`config.mk`:
```
export PLATFORM = sky130hd
export DESIGN_NAME = reset_stop_manager
export DESIGN_NICKNAME = d
export VERILOG_FILES = /design/src/common/rsm_pkg.sv /design/src/logic/reset_stop_manager.sv
export SDC_FILE = /design/constraint.sdc
export NUM_CORES = 1
export LEC_CHECK = 0
export BUFFER_PORTS_ARGS = -buffer_cell sky130_fd_sc_hd__buf_2
export CORE_UTILIZATION = 45
export CTS_BUF_LIST = sky130_fd_sc_hd__clkbuf_4
export DETAILED_ROUTE_END_ITERATION = 6
export PLACE_DENSITY = 0.69
export SLEW_MARGIN = 40
export SYNTH_ARGS = -nofsm -noshare
export SYNTH_HDL_FRONTEND = slang
export SYNTH_SLANG_ARGS = --single-unit
```
`constraint.sdc`:
```
create_clock -name clk_i -period 3.5 [get_ports clk_i]
set_clock_uncertainty 0.2 [all_clocks]
set_input_delay 0.35 -clock clk_i [delete_from_list [all_inputs] [get_ports clk_i]]
set_output_delay 0.35 -clock clk_i [all_outputs]
set_load 0.02 [all_outputs]
```
`src/common/rsm_pkg.sv`:
```
`default_nettype none
package rsm_pkg;
  // ==========================================================
  // Timing
  localparam int CLK_PERIOD_NS = 5;
  localparam int GLITCH_NS = 50;
  localparam int GLITCH_CYC = (GLITCH_NS + CLK_PERIOD_NS - 1) / CLK_PERIOD_NS;
  localparam int DETECT_MAX_NS = 4000;
  localparam int DETECT_CYC = DETECT_MAX_NS / CLK_PERIOD_NS;
  localparam int RESET_HOLD_CYC = 2048;
  localparam int STOP_EXIT_HALF_CYC = 256;
  // ==========================================================
  // Register offsets
  localparam logic [7:0] ADDR_CLK_CTRL = 8'hF0;
  localparam logic [7:0] ADDR_CLK_FLAG = 8'hF2;
  localparam logic [7:0] ADDR_PLL_CONFIG = 8'hF6;
  localparam logic [7:0] ADDR_WDG_PERIOD_LO = 8'hF8;
  localparam logic [7:0] ADDR_WDG_PERIOD_HI = 8'hF9;
  localparam logic [7:0] ADDR_WDG_CTRL = 8'hFC;
  localparam logic [7:0] ADDR_WDG_SERVICE = 8'hFD;
  // ==========================================================
  // Field positions
  localparam int BIT_HALT_RST_EN = 3;
  localparam int BIT_EXT_STOP = 7;
  localparam int BIT_WDG_FLAG = 6;
  localparam int BIT_SOFT_FLAG = 5;
  localparam int BIT_PLL_SEL = 0;
  localparam int MULT_LSB = 4;
  localparam int DIV_LSB = 0;
  localparam int BIT_WDG_MODE_N = 0;
  // ==========================================================
  // Reset values and codes
  localparam logic [1:0] MULT_RESET = 2'h0;
  localparam logic [2:0] DIV_RESET = 3'h7;
  localparam logic [2:0] DIV_OFF = 3'h7;
  localparam logic [15:0] WDG_PERIOD_RESET = 16'hFFFF;
  localparam logic [7:0] WDG_KEY1 = 8'hAA;
  localparam logic [7:0] WDG_KEY2 = 8'h55;
  typedef enum logic [2:0] {
    ST_PIN = 3'h0,
    ST_DETECT = 3'h1,
    ST_HOLD = 3'h3,
    ST_BOOT = 3'h2,
    ST_VECTOR = 3'h6,
    ST_RUN = 3'h7,
    ST_HALT = 3'h5,
    ST_STOP = 3'h4
  } state_type;
  function automatic logic [3:0] mult_factor(input logic [1:0] code);
    unique case (code)
      2'h2: mult_factor = 4'hE;
      2'h0: mult_factor = 4'hA;
      2'h3: mult_factor = 4'h8;
      2'h1: mult_factor = 4'h6;
    endcase
  endfunction : mult_factor
endpackage : rsm_pkg
`default_nettype wire

```
`src/logic/reset_stop_manager.sv`:
```
`default_nettype none
module reset_stop_manager
  import rsm_pkg::*;
#(
  parameter int RESET_HOLD_COUNT = RESET_HOLD_CYC,
  parameter int STOP_EXIT_COUNT = STOP_EXIT_HALF_CYC,
  parameter int DETECT_DELAY = 4,
  parameter bit ROMLESS = 1'b0
)
(
  input wire logic clk_i,
  input wire logic sys_rst_i,
  input wire logic rst_pin_n_i,
  input wire logic stop_pin_n_i,
  input wire logic halt_exec_i,
  input wire logic boot_done_i,
  input wire logic [7:0] addr_i,
  input wire logic [7:0] wdata_i,
  input wire logic wr_i,
  input wire logic rd_i,
  output logic [7:0] rdata_o,
  output logic core_rst_o,
  output logic io_pullup_o,
  output logic boot_active_o,
  output logic vector_load_o,
  output logic osc_enable_o,
  output logic osc_clock_high_o,
  output logic [3:0] pll_mult_o,
  output logic [2:0] pll_div_o,
  output logic pll_on_o,
  output logic pll_clock_select_o,
  output logic ext_mem_mode_o
);
  // ==========================================================
  // State
  state_type state_r, state_nxt;
  logic [15:0] cnt_r, cnt_nxt;
  logic [3:0] flt_r, flt_nxt;
  logic [15:0] wdg_cnt_r, wdg_cnt_nxt;
  logic [15:0] wdg_period_r, wdg_period_nxt;
  logic wdg_armed_r, wdg_armed_nxt;
  logic watchdog_mode_n_r, watchdog_mode_n_nxt;
  logic halt_reset_enable_r, halt_reset_enable_nxt;
  logic soft_reset_flag_r, soft_reset_flag_nxt;
  logic watchdog_reset_flag_r, watchdog_reset_flag_nxt;
  logic ext_stop_flag_r, ext_stop_flag_nxt;
  logic pll_clock_select_r, pll_clock_select_nxt;
  logic [1:0] pll_mult_sel_r, pll_mult_sel_nxt;
  logic [2:0] pll_div_sel_r, pll_div_sel_nxt;
  logic [7:0] rdata_nxt;
  logic pin_rst, in_reset, wdg_expire, int_rst, halted_next;
  logic core_rst_nxt, osc_enable_nxt;

  localparam logic [15:0] HOLD_LOAD = 16'(RESET_HOLD_COUNT - 1);
  localparam logic [15:0] STOP_LOAD = 16'(2 * STOP_EXIT_COUNT - 1);
  localparam logic [15:0] DETECT_LOAD = 16'(DETECT_DELAY - 1);
  localparam logic [3:0] FLT_LAST = 4'(GLITCH_CYC - 1);

  // ==========================================================
  // Reset sequencing and registers
  always_comb
  begin
    state_nxt = state_r;
    cnt_nxt = cnt_r;
    // The pin filter counts consecutive low samples, so a short glitch never
    // reaches the sequencer.
    flt_nxt = rst_pin_n_i ? 4'h0 : ((flt_r == FLT_LAST) ? flt_r : flt_r + 4'h1);
    pin_rst = !rst_pin_n_i && (flt_r == FLT_LAST);
    in_reset = (state_r == ST_PIN) || (state_r == ST_DETECT) || (state_r == ST_HOLD);
    wdg_expire = (state_r == ST_RUN) && !watchdog_mode_n_r && (wdg_cnt_r == 16'h0000);
    int_rst = 1'b0;
    soft_reset_flag_nxt = soft_reset_flag_r;
    watchdog_reset_flag_nxt = watchdog_reset_flag_r;
    ext_stop_flag_nxt = ext_stop_flag_r;
    unique case (state_r)
      ST_PIN:
      begin
        if (rst_pin_n_i)
        begin
          state_nxt = ST_DETECT;
          cnt_nxt = DETECT_LOAD;
        end
      end
      ST_DETECT, ST_HOLD:
      begin
        if (cnt_r != 16'h0000)
          cnt_nxt = cnt_r - 16'h0001;
        else if (state_r == ST_DETECT)
        begin
          state_nxt = ST_HOLD;
          cnt_nxt = HOLD_LOAD;
        end
        else
          state_nxt = ST_BOOT;
      end
      ST_BOOT:
        if (boot_done_i)
          state_nxt = ST_VECTOR;
      ST_VECTOR:
        state_nxt = ST_RUN;
      ST_RUN:
      begin
        if (wdg_expire)
        begin
          // Internal reset skips pin detection and leaves the pin alone.
          int_rst = 1'b1;
          state_nxt = ST_HOLD;
          cnt_nxt = HOLD_LOAD;
          watchdog_reset_flag_nxt = 1'b1;
          soft_reset_flag_nxt = 1'b0;
        end
        else if (halt_exec_i && halt_reset_enable_r)
        begin
          int_rst = 1'b1;
          state_nxt = ST_HOLD;
          cnt_nxt = HOLD_LOAD;
          soft_reset_flag_nxt = 1'b1;
          watchdog_reset_flag_nxt = 1'b0;
        end
        else if (halt_exec_i && watchdog_mode_n_r)
          state_nxt = ST_HALT;
        else if (!stop_pin_n_i)
        begin
          state_nxt = ST_STOP;
          cnt_nxt = STOP_LOAD;
          ext_stop_flag_nxt = 1'b1;
        end
        // HALT with the watchdog active and halt reset disabled is ignored, so the watchdog still runs.
      end
      ST_HALT:
        state_nxt = ST_HALT;
      ST_STOP:
      begin
        if (!stop_pin_n_i)
          cnt_nxt = STOP_LOAD;
        else if (cnt_r != 16'h0000)
          cnt_nxt = cnt_r - 16'h0001;
        else
          state_nxt = ST_RUN;
      end
    endcase
    if (pin_rst)
    begin
      state_nxt = ST_PIN;
      cnt_nxt = 16'h0000;
      soft_reset_flag_nxt = 1'b0;
      watchdog_reset_flag_nxt = 1'b0;
    end
    halted_next = (state_nxt == ST_HALT) || (state_nxt == ST_STOP);

    // Register file. Defined reset values are reloaded on every reset cycle, except the soft and watchdog reset cause flags.
    halt_reset_enable_nxt = halt_reset_enable_r;
    pll_mult_sel_nxt = pll_mult_sel_r;
    pll_div_sel_nxt = pll_div_sel_r;
    pll_clock_select_nxt = pll_clock_select_r;
    watchdog_mode_n_nxt = watchdog_mode_n_r;
    wdg_period_nxt = wdg_period_r;
    wdg_armed_nxt = wdg_armed_r;
    if (wr_i && !in_reset)
    begin
      unique case (addr_i)
        ADDR_CLK_CTRL: halt_reset_enable_nxt = wdata_i[BIT_HALT_RST_EN];
        ADDR_CLK_FLAG:
        begin
          pll_clock_select_nxt = wdata_i[BIT_PLL_SEL];
          if (!wdata_i[BIT_EXT_STOP])
            ext_stop_flag_nxt = 1'b0;
        end
        ADDR_PLL_CONFIG:
        begin
          pll_mult_sel_nxt = wdata_i[MULT_LSB +: 2];
          pll_div_sel_nxt = wdata_i[DIV_LSB +: 3];
          if (wdata_i[DIV_LSB +: 3] == DIV_OFF)
            pll_clock_select_nxt = 1'b0;
        end
        ADDR_WDG_PERIOD_LO: wdg_period_nxt[7:0] = wdata_i;
        ADDR_WDG_PERIOD_HI: wdg_period_nxt[15:8] = wdata_i;
        ADDR_WDG_CTRL: watchdog_mode_n_nxt = wdata_i[BIT_WDG_MODE_N];
        default:
        begin
        end
      endcase
    end
    // A stop entry in the same cycle as a clearing write keeps the flag set.
    if ((state_r == ST_RUN) && (state_nxt == ST_STOP))
      ext_stop_flag_nxt = 1'b1;
    // Stopping the oscillator drops back to the unmultiplied clock.
    if (halted_next)
      pll_clock_select_nxt = 1'b0;

    // Watchdog: KEY1 followed by KEY2 as the next write to the service register reloads the counter.
    wdg_cnt_nxt = wdg_cnt_r;
    if (wr_i && (addr_i == ADDR_WDG_SERVICE) && !in_reset)
    begin
      wdg_armed_nxt = (wdata_i == WDG_KEY1);
      if (wdg_armed_r && (wdata_i == WDG_KEY2))
        wdg_cnt_nxt = wdg_period_r;
    end
    else if ((state_r == ST_RUN) && !watchdog_mode_n_r && (wdg_cnt_r != 16'h0000))
      wdg_cnt_nxt = wdg_cnt_r - 16'h0001;

    if (pin_rst || int_rst || in_reset)
    begin
      halt_reset_enable_nxt = 1'b0;
      pll_mult_sel_nxt = MULT_RESET;
      pll_div_sel_nxt = DIV_RESET;
      pll_clock_select_nxt = 1'b0;
      watchdog_mode_n_nxt = 1'b1;
      wdg_period_nxt = WDG_PERIOD_RESET;
      wdg_cnt_nxt = WDG_PERIOD_RESET;
      wdg_armed_nxt = 1'b0;
      ext_stop_flag_nxt = 1'b0;
    end

    rdata_nxt = 8'h00;
    if (rd_i)
    begin
      unique case (addr_i)
        ADDR_CLK_CTRL: rdata_nxt[BIT_HALT_RST_EN] = halt_reset_enable_r;
        ADDR_CLK_FLAG:
        begin
          rdata_nxt[BIT_EXT_STOP] = ext_stop_flag_r;
          rdata_nxt[BIT_WDG_FLAG] = watchdog_reset_flag_r;
          rdata_nxt[BIT_SOFT_FLAG] = soft_reset_flag_r;
          rdata_nxt[BIT_PLL_SEL] = pll_clock_select_r;
        end
        ADDR_PLL_CONFIG:
        begin
          rdata_nxt[MULT_LSB +: 2] = pll_mult_sel_r;
          rdata_nxt[DIV_LSB +: 3] = pll_div_sel_r;
        end
        ADDR_WDG_PERIOD_LO: rdata_nxt = wdg_period_r[7:0];
        ADDR_WDG_PERIOD_HI: rdata_nxt = wdg_period_r[15:8];
        ADDR_WDG_CTRL: rdata_nxt[BIT_WDG_MODE_N] = watchdog_mode_n_r;
        default: rdata_nxt = 8'h00;
      endcase
    end
    core_rst_nxt = (state_nxt == ST_PIN) || (state_nxt == ST_DETECT) || (state_nxt == ST_HOLD);
    osc_enable_nxt = !halted_next;
  end

  always_ff @(posedge clk_i)
  begin
    if (sys_rst_i)
    begin
      state_r <= ST_PIN;
      cnt_r <= 16'h0000;
      flt_r <= 4'h0;
      wdg_cnt_r <= WDG_PERIOD_RESET;
      wdg_period_r <= WDG_PERIOD_RESET;
      wdg_armed_r <= 1'b0;
      watchdog_mode_n_r <= 1'b1;
      halt_reset_enable_r <= 1'b0;
      soft_reset_flag_r <= 1'b0;
      watchdog_reset_flag_r <= 1'b0;
      ext_stop_flag_r <= 1'b0;
      pll_clock_select_r <= 1'b0;
      pll_mult_sel_r <= MULT_RESET;
      pll_div_sel_r <= DIV_RESET;
      rdata_o <= 8'h00;
      core_rst_o <= 1'b1;
      io_pullup_o <= 1'b1;
      boot_active_o <= 1'b0;
      vector_load_o <= 1'b0;
      osc_enable_o <= 1'b1;
      osc_clock_high_o <= 1'b0;
      pll_mult_o <= mult_factor(MULT_RESET);
      pll_div_o <= DIV_RESET;
      pll_on_o <= 1'b0;
      pll_clock_select_o <= 1'b0;
      ext_mem_mode_o <= ROMLESS;
    end
    else
    begin
      state_r <= state_nxt;
      cnt_r <= cnt_nxt;
      flt_r <= flt_nxt;
      wdg_cnt_r <= wdg_cnt_nxt;
      wdg_period_r <= wdg_period_nxt;
      wdg_armed_r <= wdg_armed_nxt;
      watchdog_mode_n_r <= watchdog_mode_n_nxt;
      halt_reset_enable_r <= halt_reset_enable_nxt;
      soft_reset_flag_r <= soft_reset_flag_nxt;
      watchdog_reset_flag_r <= watchdog_reset_flag_nxt;
      ext_stop_flag_r <= ext_stop_flag_nxt;
      pll_clock_select_r <= pll_clock_select_nxt;
      pll_mult_sel_r <= pll_mult_sel_nxt;
      pll_div_sel_r <= pll_div_sel_nxt;
      rdata_o <= rdata_nxt;
      core_rst_o <= core_rst_nxt;
      io_pullup_o <= core_rst_nxt;
      boot_active_o <= (state_nxt == ST_BOOT);
      vector_load_o <= (state_nxt == ST_VECTOR);
      osc_enable_o <= osc_enable_nxt;
      osc_clock_high_o <= (state_nxt == ST_HALT);
      pll_mult_o <= mult_factor(pll_mult_sel_nxt);
      // Divider output is the divisor minus one; 7 means bypass.
      pll_div_o <= pll_div_sel_nxt;
      pll_on_o <= (pll_div_sel_nxt != DIV_OFF) && osc_enable_nxt;
      pll_clock_select_o <= pll_clock_select_nxt;
      if (core_rst_nxt)
        ext_mem_mode_o <= ROMLESS;
    end
  end

  // ==========================================================
  // Checks
  a_glitch_ignored: assert property (@(posedge clk_i) disable iff (sys_rst_i)
    (state_r == ST_RUN) && rst_pin_n_i ##1 !rst_pin_n_i [*5] ##1 rst_pin_n_i
    |-> ##1 (state_r != ST_PIN))
    else $error("short reset glitch caused a reset");
  a_pin_reset_enter: assert property (@(posedge clk_i) disable iff (sys_rst_i)
    !rst_pin_n_i [*8] ##1 !rst_pin_n_i ##1 !rst_pin_n_i |-> ##[1:2] core_rst_o)
    else $error("long low pin did not reset");
  a_pin_clears_flags: assert property (@(posedge clk_i) disable iff (sys_rst_i)
    (state_r == ST_PIN) |-> !soft_reset_flag_r && !watchdog_reset_flag_r)
    else $error("pin reset left a cause flag set");
  a_wdg_reset_flag: assert property (@(posedge clk_i) disable iff (sys_rst_i)
    wdg_expire && rst_pin_n_i |=> watchdog_reset_flag_r && (state_r == ST_HOLD) && core_rst_o)
    else $error("watchdog expiry not recorded");
  a_halt_soft_reset: assert property (@(posedge clk_i) disable iff (sys_rst_i)
    (state_r == ST_RUN) && halt_exec_i && halt_reset_enable_r && !wdg_expire && rst_pin_n_i
    |=> soft_reset_flag_r && core_rst_o)
    else $error("halt reset not taken");
  a_halt_osc_high: assert property (@(posedge clk_i) disable iff (sys_rst_i)
    (state_r == ST_HALT) |-> osc_clock_high_o && !osc_enable_o)
    else $error("oscillator running in halt");
  a_halt_wdg_run: assert property (@(posedge clk_i) disable iff (sys_rst_i)
    (state_r == ST_RUN) && halt_exec_i && !watchdog_mode_n_r |=> state_r != ST_HALT)
    else $error("halt stopped oscillator with watchdog on");
  a_stop_freeze: assert property (@(posedge clk_i) disable iff (sys_rst_i)
    (state_r == ST_STOP) && $past(state_r == ST_STOP) && !$past(wr_i) |-> $stable(wdg_cnt_r))
    else $error("watchdog moved during stop");
  a_div_off_sel: assert property (@(posedge clk_i) disable iff (sys_rst_i)
    wr_i && !in_reset && (addr_i == ADDR_PLL_CONFIG) && (wdata_i[2:0] == DIV_OFF)
    |=> !pll_clock_select_o && !pll_on_o)
    else $error("pll select kept after bypass");
  a_mult_code: assert property (@(posedge clk_i) disable iff (sys_rst_i)
    pll_mult_o == ((pll_mult_sel_r == 2'h2) ? 4'hE : (pll_mult_sel_r == 2'h0) ? 4'hA
      : (pll_mult_sel_r == 2'h3) ? 4'h8 : 4'h6))
    else $error("multiplier factor mismatch");
  a_hold_exit: assert property (@(posedge clk_i) disable iff (sys_rst_i)
    (state_r == ST_HOLD) && (cnt_r == 16'h0000) && rst_pin_n_i |=> boot_active_o)
    else $error("boot did not follow hold");
  c_pin_boot: cover property (@(posedge clk_i) disable iff (sys_rst_i) vector_load_o);
  c_stop_exit: cover property (@(posedge clk_i) disable iff (sys_rst_i)
    (state_r == ST_STOP) ##1 (state_r == ST_RUN));
  c_halt: cover property (@(posedge clk_i) disable iff (sys_rst_i) state_r == ST_HALT);
  c_wdg: cover property (@(posedge clk_i) disable iff (sys_rst_i) wdg_expire);
endmodule : reset_stop_manager
`default_nettype wire

```
# Word level (Yosys, flattened, before mapping)
# Cells that the tools add are included.
[totals]
register_bits = 85
latch_bits = 0
mem_bits_rw = 0
rom_bits = 0
output_inout_bits = 24
wordCells = 165
memories = 0
[classes]
add_sub_neg = 3
mul = 0
n_div = 0
magnitude_cmp = 0
n_eq_ne = 35
n_shift = 0
muxes = 56
n_bitwise = 1
reduce_logical = 47
[op_table]
columns = ["operator", "n"]
rows = [
  ["16-bit 2-to-1 mux", 12],
  ["8-bit == test, second input constant", 8],
  ["16-bit case mux with 4 select lines", 1],
  ["3-bit 2-to-1 mux", 13],
  ["16-bit nonzero test", 2],
  ["16-bit by 1-bit subtractor with 16-bit output, second input constant", 2],
  ["3-bit == test, second input constant", 8],
  ["3-bit case mux with 7 select lines", 1],
  ["1-bit 2-to-1 mux", 18],
  ["16-bit zero test", 1],
  ["4-bit case mux with 4 select lines", 1],
  ["3-bit by 2-bit == test with 1-bit output, second input constant", 4],
  ["1-bit logical AND", 12],
  ["2-bit case mux with 3 select lines", 2],
  ["2-bit AND reduction", 6],
  ["2-bit OR reduction", 5],
  ["3-bit inequality test, second input constant", 3],
  ["8-bit by 7-bit == test with 1-bit output, second input constant", 1],
  ["4-bit inequality test, second input constant", 2],
  ["1-bit logical OR", 7],
  ["3-bit by 1-bit == test with 1-bit output, second input constant", 2],
  ["3-bit zero test", 2],
  ["2-bit 2-to-1 mux", 3],
  ["1-bit case mux with 3 select lines", 2],
  ["other kinds (17)", 24],
]

# Logic depth before layout (Yosys ltp)
[logic_depth]
ltp_word = 10
depth_mapped = 10
ltp_nobuf = 10

# Least setup slack after synthesis
# OpenSTA, ideal clock, no wires.
[synth_timing]
path_type = "register to register"
start = "register state_r[2]"
end = "register pll_mult_o[2]"
setup_ps = 124
arrival_time_ps = 2106
required_ps = 3176
setup_slack_ps = 1069
stages_incl_launch_ff = 9
path_buffers = 2
path_cell_list = "dfxtp_1 -> buf_2 -> clkbuf_1 -> o211ai_1 -> nor2_1 -> mux2i_1 -> or2_2 -> ha_1 -> nor2_1"
[synth_between]
elab_chain_len = 10
[synth_lines]
columns = ["element", "line_no", "rtl"]
rows = [
  ["start: declaration", "reset_stop_manager.sv:36", "state_type state_r, state_nxt;"],
  ["start signal: assignment", "reset_stop_manager.sv:275", "state_r <= state_nxt;"],
  ["3-bit == test", "reset_stop_manager.sv:70, reset_stop_manager.sv:75", ""],
  ["1-bit logical AND (2 in a row)", "reset_stop_manager.sv:70", "wdg_expire = (state_r == ST_RUN) && !watchdog_mode_n_r && (wdg_cnt_r == 16'h0000);"],
  ["1-bit 2-to-1 mux", "reset_stop_manager.sv:103", "if (wdg_expire)"],
  ["1-bit 2-to-1 mux", "reset_stop_manager.sv:75", "unique case (state_r)"],
  ["1-bit logical OR (2 in a row)", "reset_stop_manager.sv:202", "if (pin_rst || int_rst || in_reset)"],
  ["2-bit 2-to-1 mux *", "reset_stop_manager.sv:202", ""],
  ["2-bit by 1-bit == test with 1-bit output (tied with other cells)", "rsm_pkg.sv:50", "unique case (code)"],
  ["4-bit case mux with 4 select lines *", "rsm_pkg.sv:50", ""],
  ["end signal: assignment", "reset_stop_manager.sv:267", "pll_mult_o <= mult_factor(MULT_RESET);"],
  ["end signal: assignment", "reset_stop_manager.sv:296", "pll_mult_o <= mult_factor(pll_mult_sel_nxt);"],
  ["end: declaration", "reset_stop_manager.sv:28", "output logic [3:0] pll_mult_o,"],
]
# Every way passes the cells marked *; elsewhere a longest branch is shown, timed or not. The select of a mux whose other input is x is not followed.
# A chain may end at the register's enable or synchronous reset.

# Final worst setup path
[layout_timing]
start = "register state_r[1]"
end = "register wdg_period_r[10]"
[layout_between]
elab_chain_len = 8
[layout_lines]
columns = ["element", "line_no", "rtl"]
rows = [
  ["3-bit == test", "reset_stop_manager.sv:70, reset_stop_manager.sv:75", ""],
  ["1-bit logical AND (2 in a row)", "reset_stop_manager.sv:70", ""],
  ["1-bit 2-to-1 mux", "reset_stop_manager.sv:103", ""],
  ["1-bit 2-to-1 mux", "reset_stop_manager.sv:75", ""],
  ["1-bit logical OR (2 in a row)", "reset_stop_manager.sv:202", ""],
  ["2-bit OR reduction (no line)", "n/a", ""],
  ["end signal: assignment", "reset_stop_manager.sv:279", "wdg_period_r <= wdg_period_nxt;"],
  ["end: declaration", "reset_stop_manager.sv:40", "logic [15:0] wdg_period_r, wdg_period_nxt;"],
]
# Parallel ways exist; a longest one is shown, timed or not.

==> flow_summary.json <==
{
  "detail_route.first_pass.iterations": 5,
  "synth_largest_type_area_fraction_pct": 36.8,
  "clk_path_buf_depth": 2,
  "layout.nets": 622,
  "yosys.cell_types.count": 63,
  "avgSynthCellArea_um2": 8.25,
  "timing.critical_path.max_delay_family": "simple AND/OR/NAND/NOR gates",
  "postSynth.asyncResetShare_pct": 0,
  "worst_path_largest_cell_delay_ns": 0.70,
  "global_route.overflow_total": 0,
  "fp.dieArea_mm2": 0.0106,
  "min_path_cells": 3,
  "post_drt_via_cell_ratio": 5.78,
  "clkSlewWorstSetupHoldPaths_ns": 0.14,
  "power.ir.vdd_worst_mv": 0.293,
  "grt_start_max_net_pins": 24,
  "cell_depth_of_the_worst_flop_to_flop_path": 6,
  "worst_setup_path_startpoint": "state_r[1]$_SDFF_PP0_",
  "floorplan.die.height_um": 103,
  "synthCells": 554,
  "utilization_pct": 51.9,
  "vias": 4214,
  "max_freq_mhz": 333,
  "dominantRegCellSynth": "dfxtp_1",
  "port_buffers": 45,
  "timing.final.hold_violations": 0,
  "met2WireLength_um": 5580,
  "worst_setup_path_end_kind": "flip-flop",
  "number_of_enable_flip_flop_cells_after_synthesis": 0,
  "grt_pass1_wl_um": 19200,
  "rsz0062_at_grt": "no",
  "post-synth-top-area-cell": "dfxtp_1",
  "min_period_over_period_pct": 85.8,
  "placementRows": 36,
  "final_area_mm2": 0.00510,
  "synth_seq_area_share_pct": 36.8,
  "timing.final.ws_setup_ns": 0.497,
  "timing.critical_path.fanout_max": 17,
  "final_cell_count_no_fill": 729,
  "number_of_antenna_violations_at_the_first_check_in_global_routing": 0,
  "globalplace.congestion": 0.910,
  "dpl_cell_area_mm2": 0.00489,
  "worstPathArrival_ns": 3.14,
  "cellLeakagePower_nw": 1.88,
  "first_iter_violations": 308,
  "chipWidth_um": 103,
  "synthesis.area_mm2": 0.00457,
  "grt_pass1_vias": 3823,
  "timing.setup.critical_path_class": "reg -> reg",
  "placed_cells_incl_taps": 706,
  "num_antenna_cells": 0,
  "power_per_cell_area_mw_per_mm2": 578,
  "synth.area.top_cells": "dfxtp_1, mux2i_1, nor2_1",
  "hold_end": "state_r[2]$_SDFF_PP0_",
  "yosys_warnings": 0,
  "route.detailed.wl_per_inst_um": 16.3,
  "worst_slew_pin_tran_ns": 0.758,
  "total_number_of_clock_tree_sinks": 84,
  "r2r_end": "wdg_period_r[10]$_SDFFE_PP1P_",
  "hold_path_class": "in -> reg",
  "timing.critical_path.from_type": "flip-flop",
  "cp.required_ns": 3.64,
  "wirelength_met1_um": 5350,
  "cp_slowest_cell": "dfxtp_1",
  "mostFrequentLayoutCell": "dfxtp_1",
  "post_route_cells_drive_above_1_share_pct": 15.6,
  "post_placement_worst_setup_slack_ns": 0.572,
  "highest-signal-layer": "met4",
  "ys_seq_elements": 84,
  "hold_path_startpoint": "boot_done_i",
  "r2r_start": "state_r[1]$_SDFF_PP0_",
  "flow.area_growth_from_synthesis_pct": 11.6,
  "cts.htree.levels": 3,
  "wl_met3_um": 621,
  "clk-insertion-delay-late_ns": 0.44,
  "critical_path_buf_inv_count": 1,
  "core_area_mm2": 0.00982,
  "layout.cells.most_common_list": "dfxtp_1, nor2_1, nand2_1",
  "setup_total_negative_slack_ns": 0,
  "slew-limit-headroom_pct": 49.2,
  "ff2ff_setup_slack_ns": 0.50,
  "maxSlewViolCount": 0,
  "detailedPlacementHpwl_um": 8610,
  "initial_utilization_pct": 46.5,
  "wl_um": 11900,
  "timing.final.crit_period_ns": 3.00,
  "post-layout-total-power_mw": 2.95,
  "root_buffer": "clkbuf_4",
  "ioPinCount": 48,
  "grt_use_total_pct": 23.6,
  "resized_after_cts": 0,
  "detail-route-antenna-nets": 0,
  "cts_tree": "built",
  "clock_buffer_count_from_cts": 9,
  "cp_cell_sequence": "nor2b_1, o21ai_1, nor4b_2, buf_4, mux2i_1, nand2_1",
  "finalHoldWorstSlack_ns": 0.0228,
  "max_cap_violations": 0,
  "drc": 0,
  "status": "complete, no violations",
  "finalSetupViolations": 0
}
-- power by group --
| part | internal, mW | switching (mW) | leakage [nW] |
|---|---|---|---|
| clock | 0.214 | 0.351 | 0.0693 |
| sequential | 1.04 | 0.149 | 0.680 |
| combinational | 0.494 | 0.699 | 1.13 |
| total | 1.75 | 1.20 | 1.88 |
-- synth_stat cells, drive strengths merged (3+ instances only) --
cell type / instances
nor2: 63
ha: 7
buf: 15
or3: 3
nor4: 9
xor2: 10
nor3: 26
nand4: 4
o32ai: 3
and3: 6
nor2b: 11
mux2i: 32
or4: 5
nand2: 57
o21ai: 40
a22oi: 4
inv: 6
nor3b: 5
nand3: 15
dfxtp: 84
clkbuf: 21
a211oi: 7
and2: 5
and4: 5
or2: 3
xnor2: 8
o211ai: 6
nor4b: 5
a31oi: 7
mux2: 3
o22ai: 6
nor4bb: 3
a211o: 4
nand2b: 4
a21oi: 38
-- area by class of cell --
type	count	area, um^2
clock buffer	9	67.6
clock inverter	7	67.6
fill	942	4720
inverter	6	22.5
multi-input combinational	429	2730
sequential	84	1680
tap	133	166
timing repair buffer	61	364
-- timing repair --
item | 4_1_cts | 5_1_grt
hold buffers | 6 | 0
buffers inserted | 0 | 0
hold endpoints to repair | 12 | 0
-- per-layer routing --
layer  vias up  track usage, %
met5         -               0
met4         0            10.7
met3        28            4.07
met2       145            38.5
met1      1960            30.6
li1       2081               -
-- cell families (layout without fill, tap and decap cells) --
logic type	after synthesis	in the layout	share of synthesized area, %
buffers and inverters	42	83	4.08
multiplexers	35	35	7.75
other	1	2	0.0821
AND/OR/NAND/NOR	234	234	27.9
AO/OA/AOI/OAI	133	133	18.0
flip-flops	84	84	36.8
XOR/XNOR	18	18	3.45
adder cells (fa/ha/maj)	7	7	1.92
-- worst max-delay path by stage --
stage,cells past startpoint,endpoint,slack (ns)
finish,6,wdg_period_r[10]$_SDFFE_PP1P_,0.50
detailed placement,6,wdg_cnt_r[4]$_SDFFE_PP1P_,0.57
global route,7,wdg_cnt_r[7]$_SDFFE_PP1P_,0.32
CTS,6,wdg_cnt_r[3]$_SDFFE_PP1P_,0.56
global placement,6,wdg_cnt_r[3]$_SDFFE_PP1P_,0.59
floorplan,8,pll_mult_o[2]$_SDFF_PP0_,1.07
-- worst min-delay path: stages --
cell	delay, ns
buf_2	0.12
nor2_1	0.08
nor2_1	0.07
-- sequential cells by signal (all words and copies together), names as in the netlist, 2 cells and up --
name	flops
state_r	3
flt_r	4
cnt_r	16
pll_mult_sel_r	2
wdg_period_r	16
wdg_cnt_r	16
rdata_o	8
pll_div_sel_r	3
pll_mult_o	3
(Power assumes the default switching activity.)
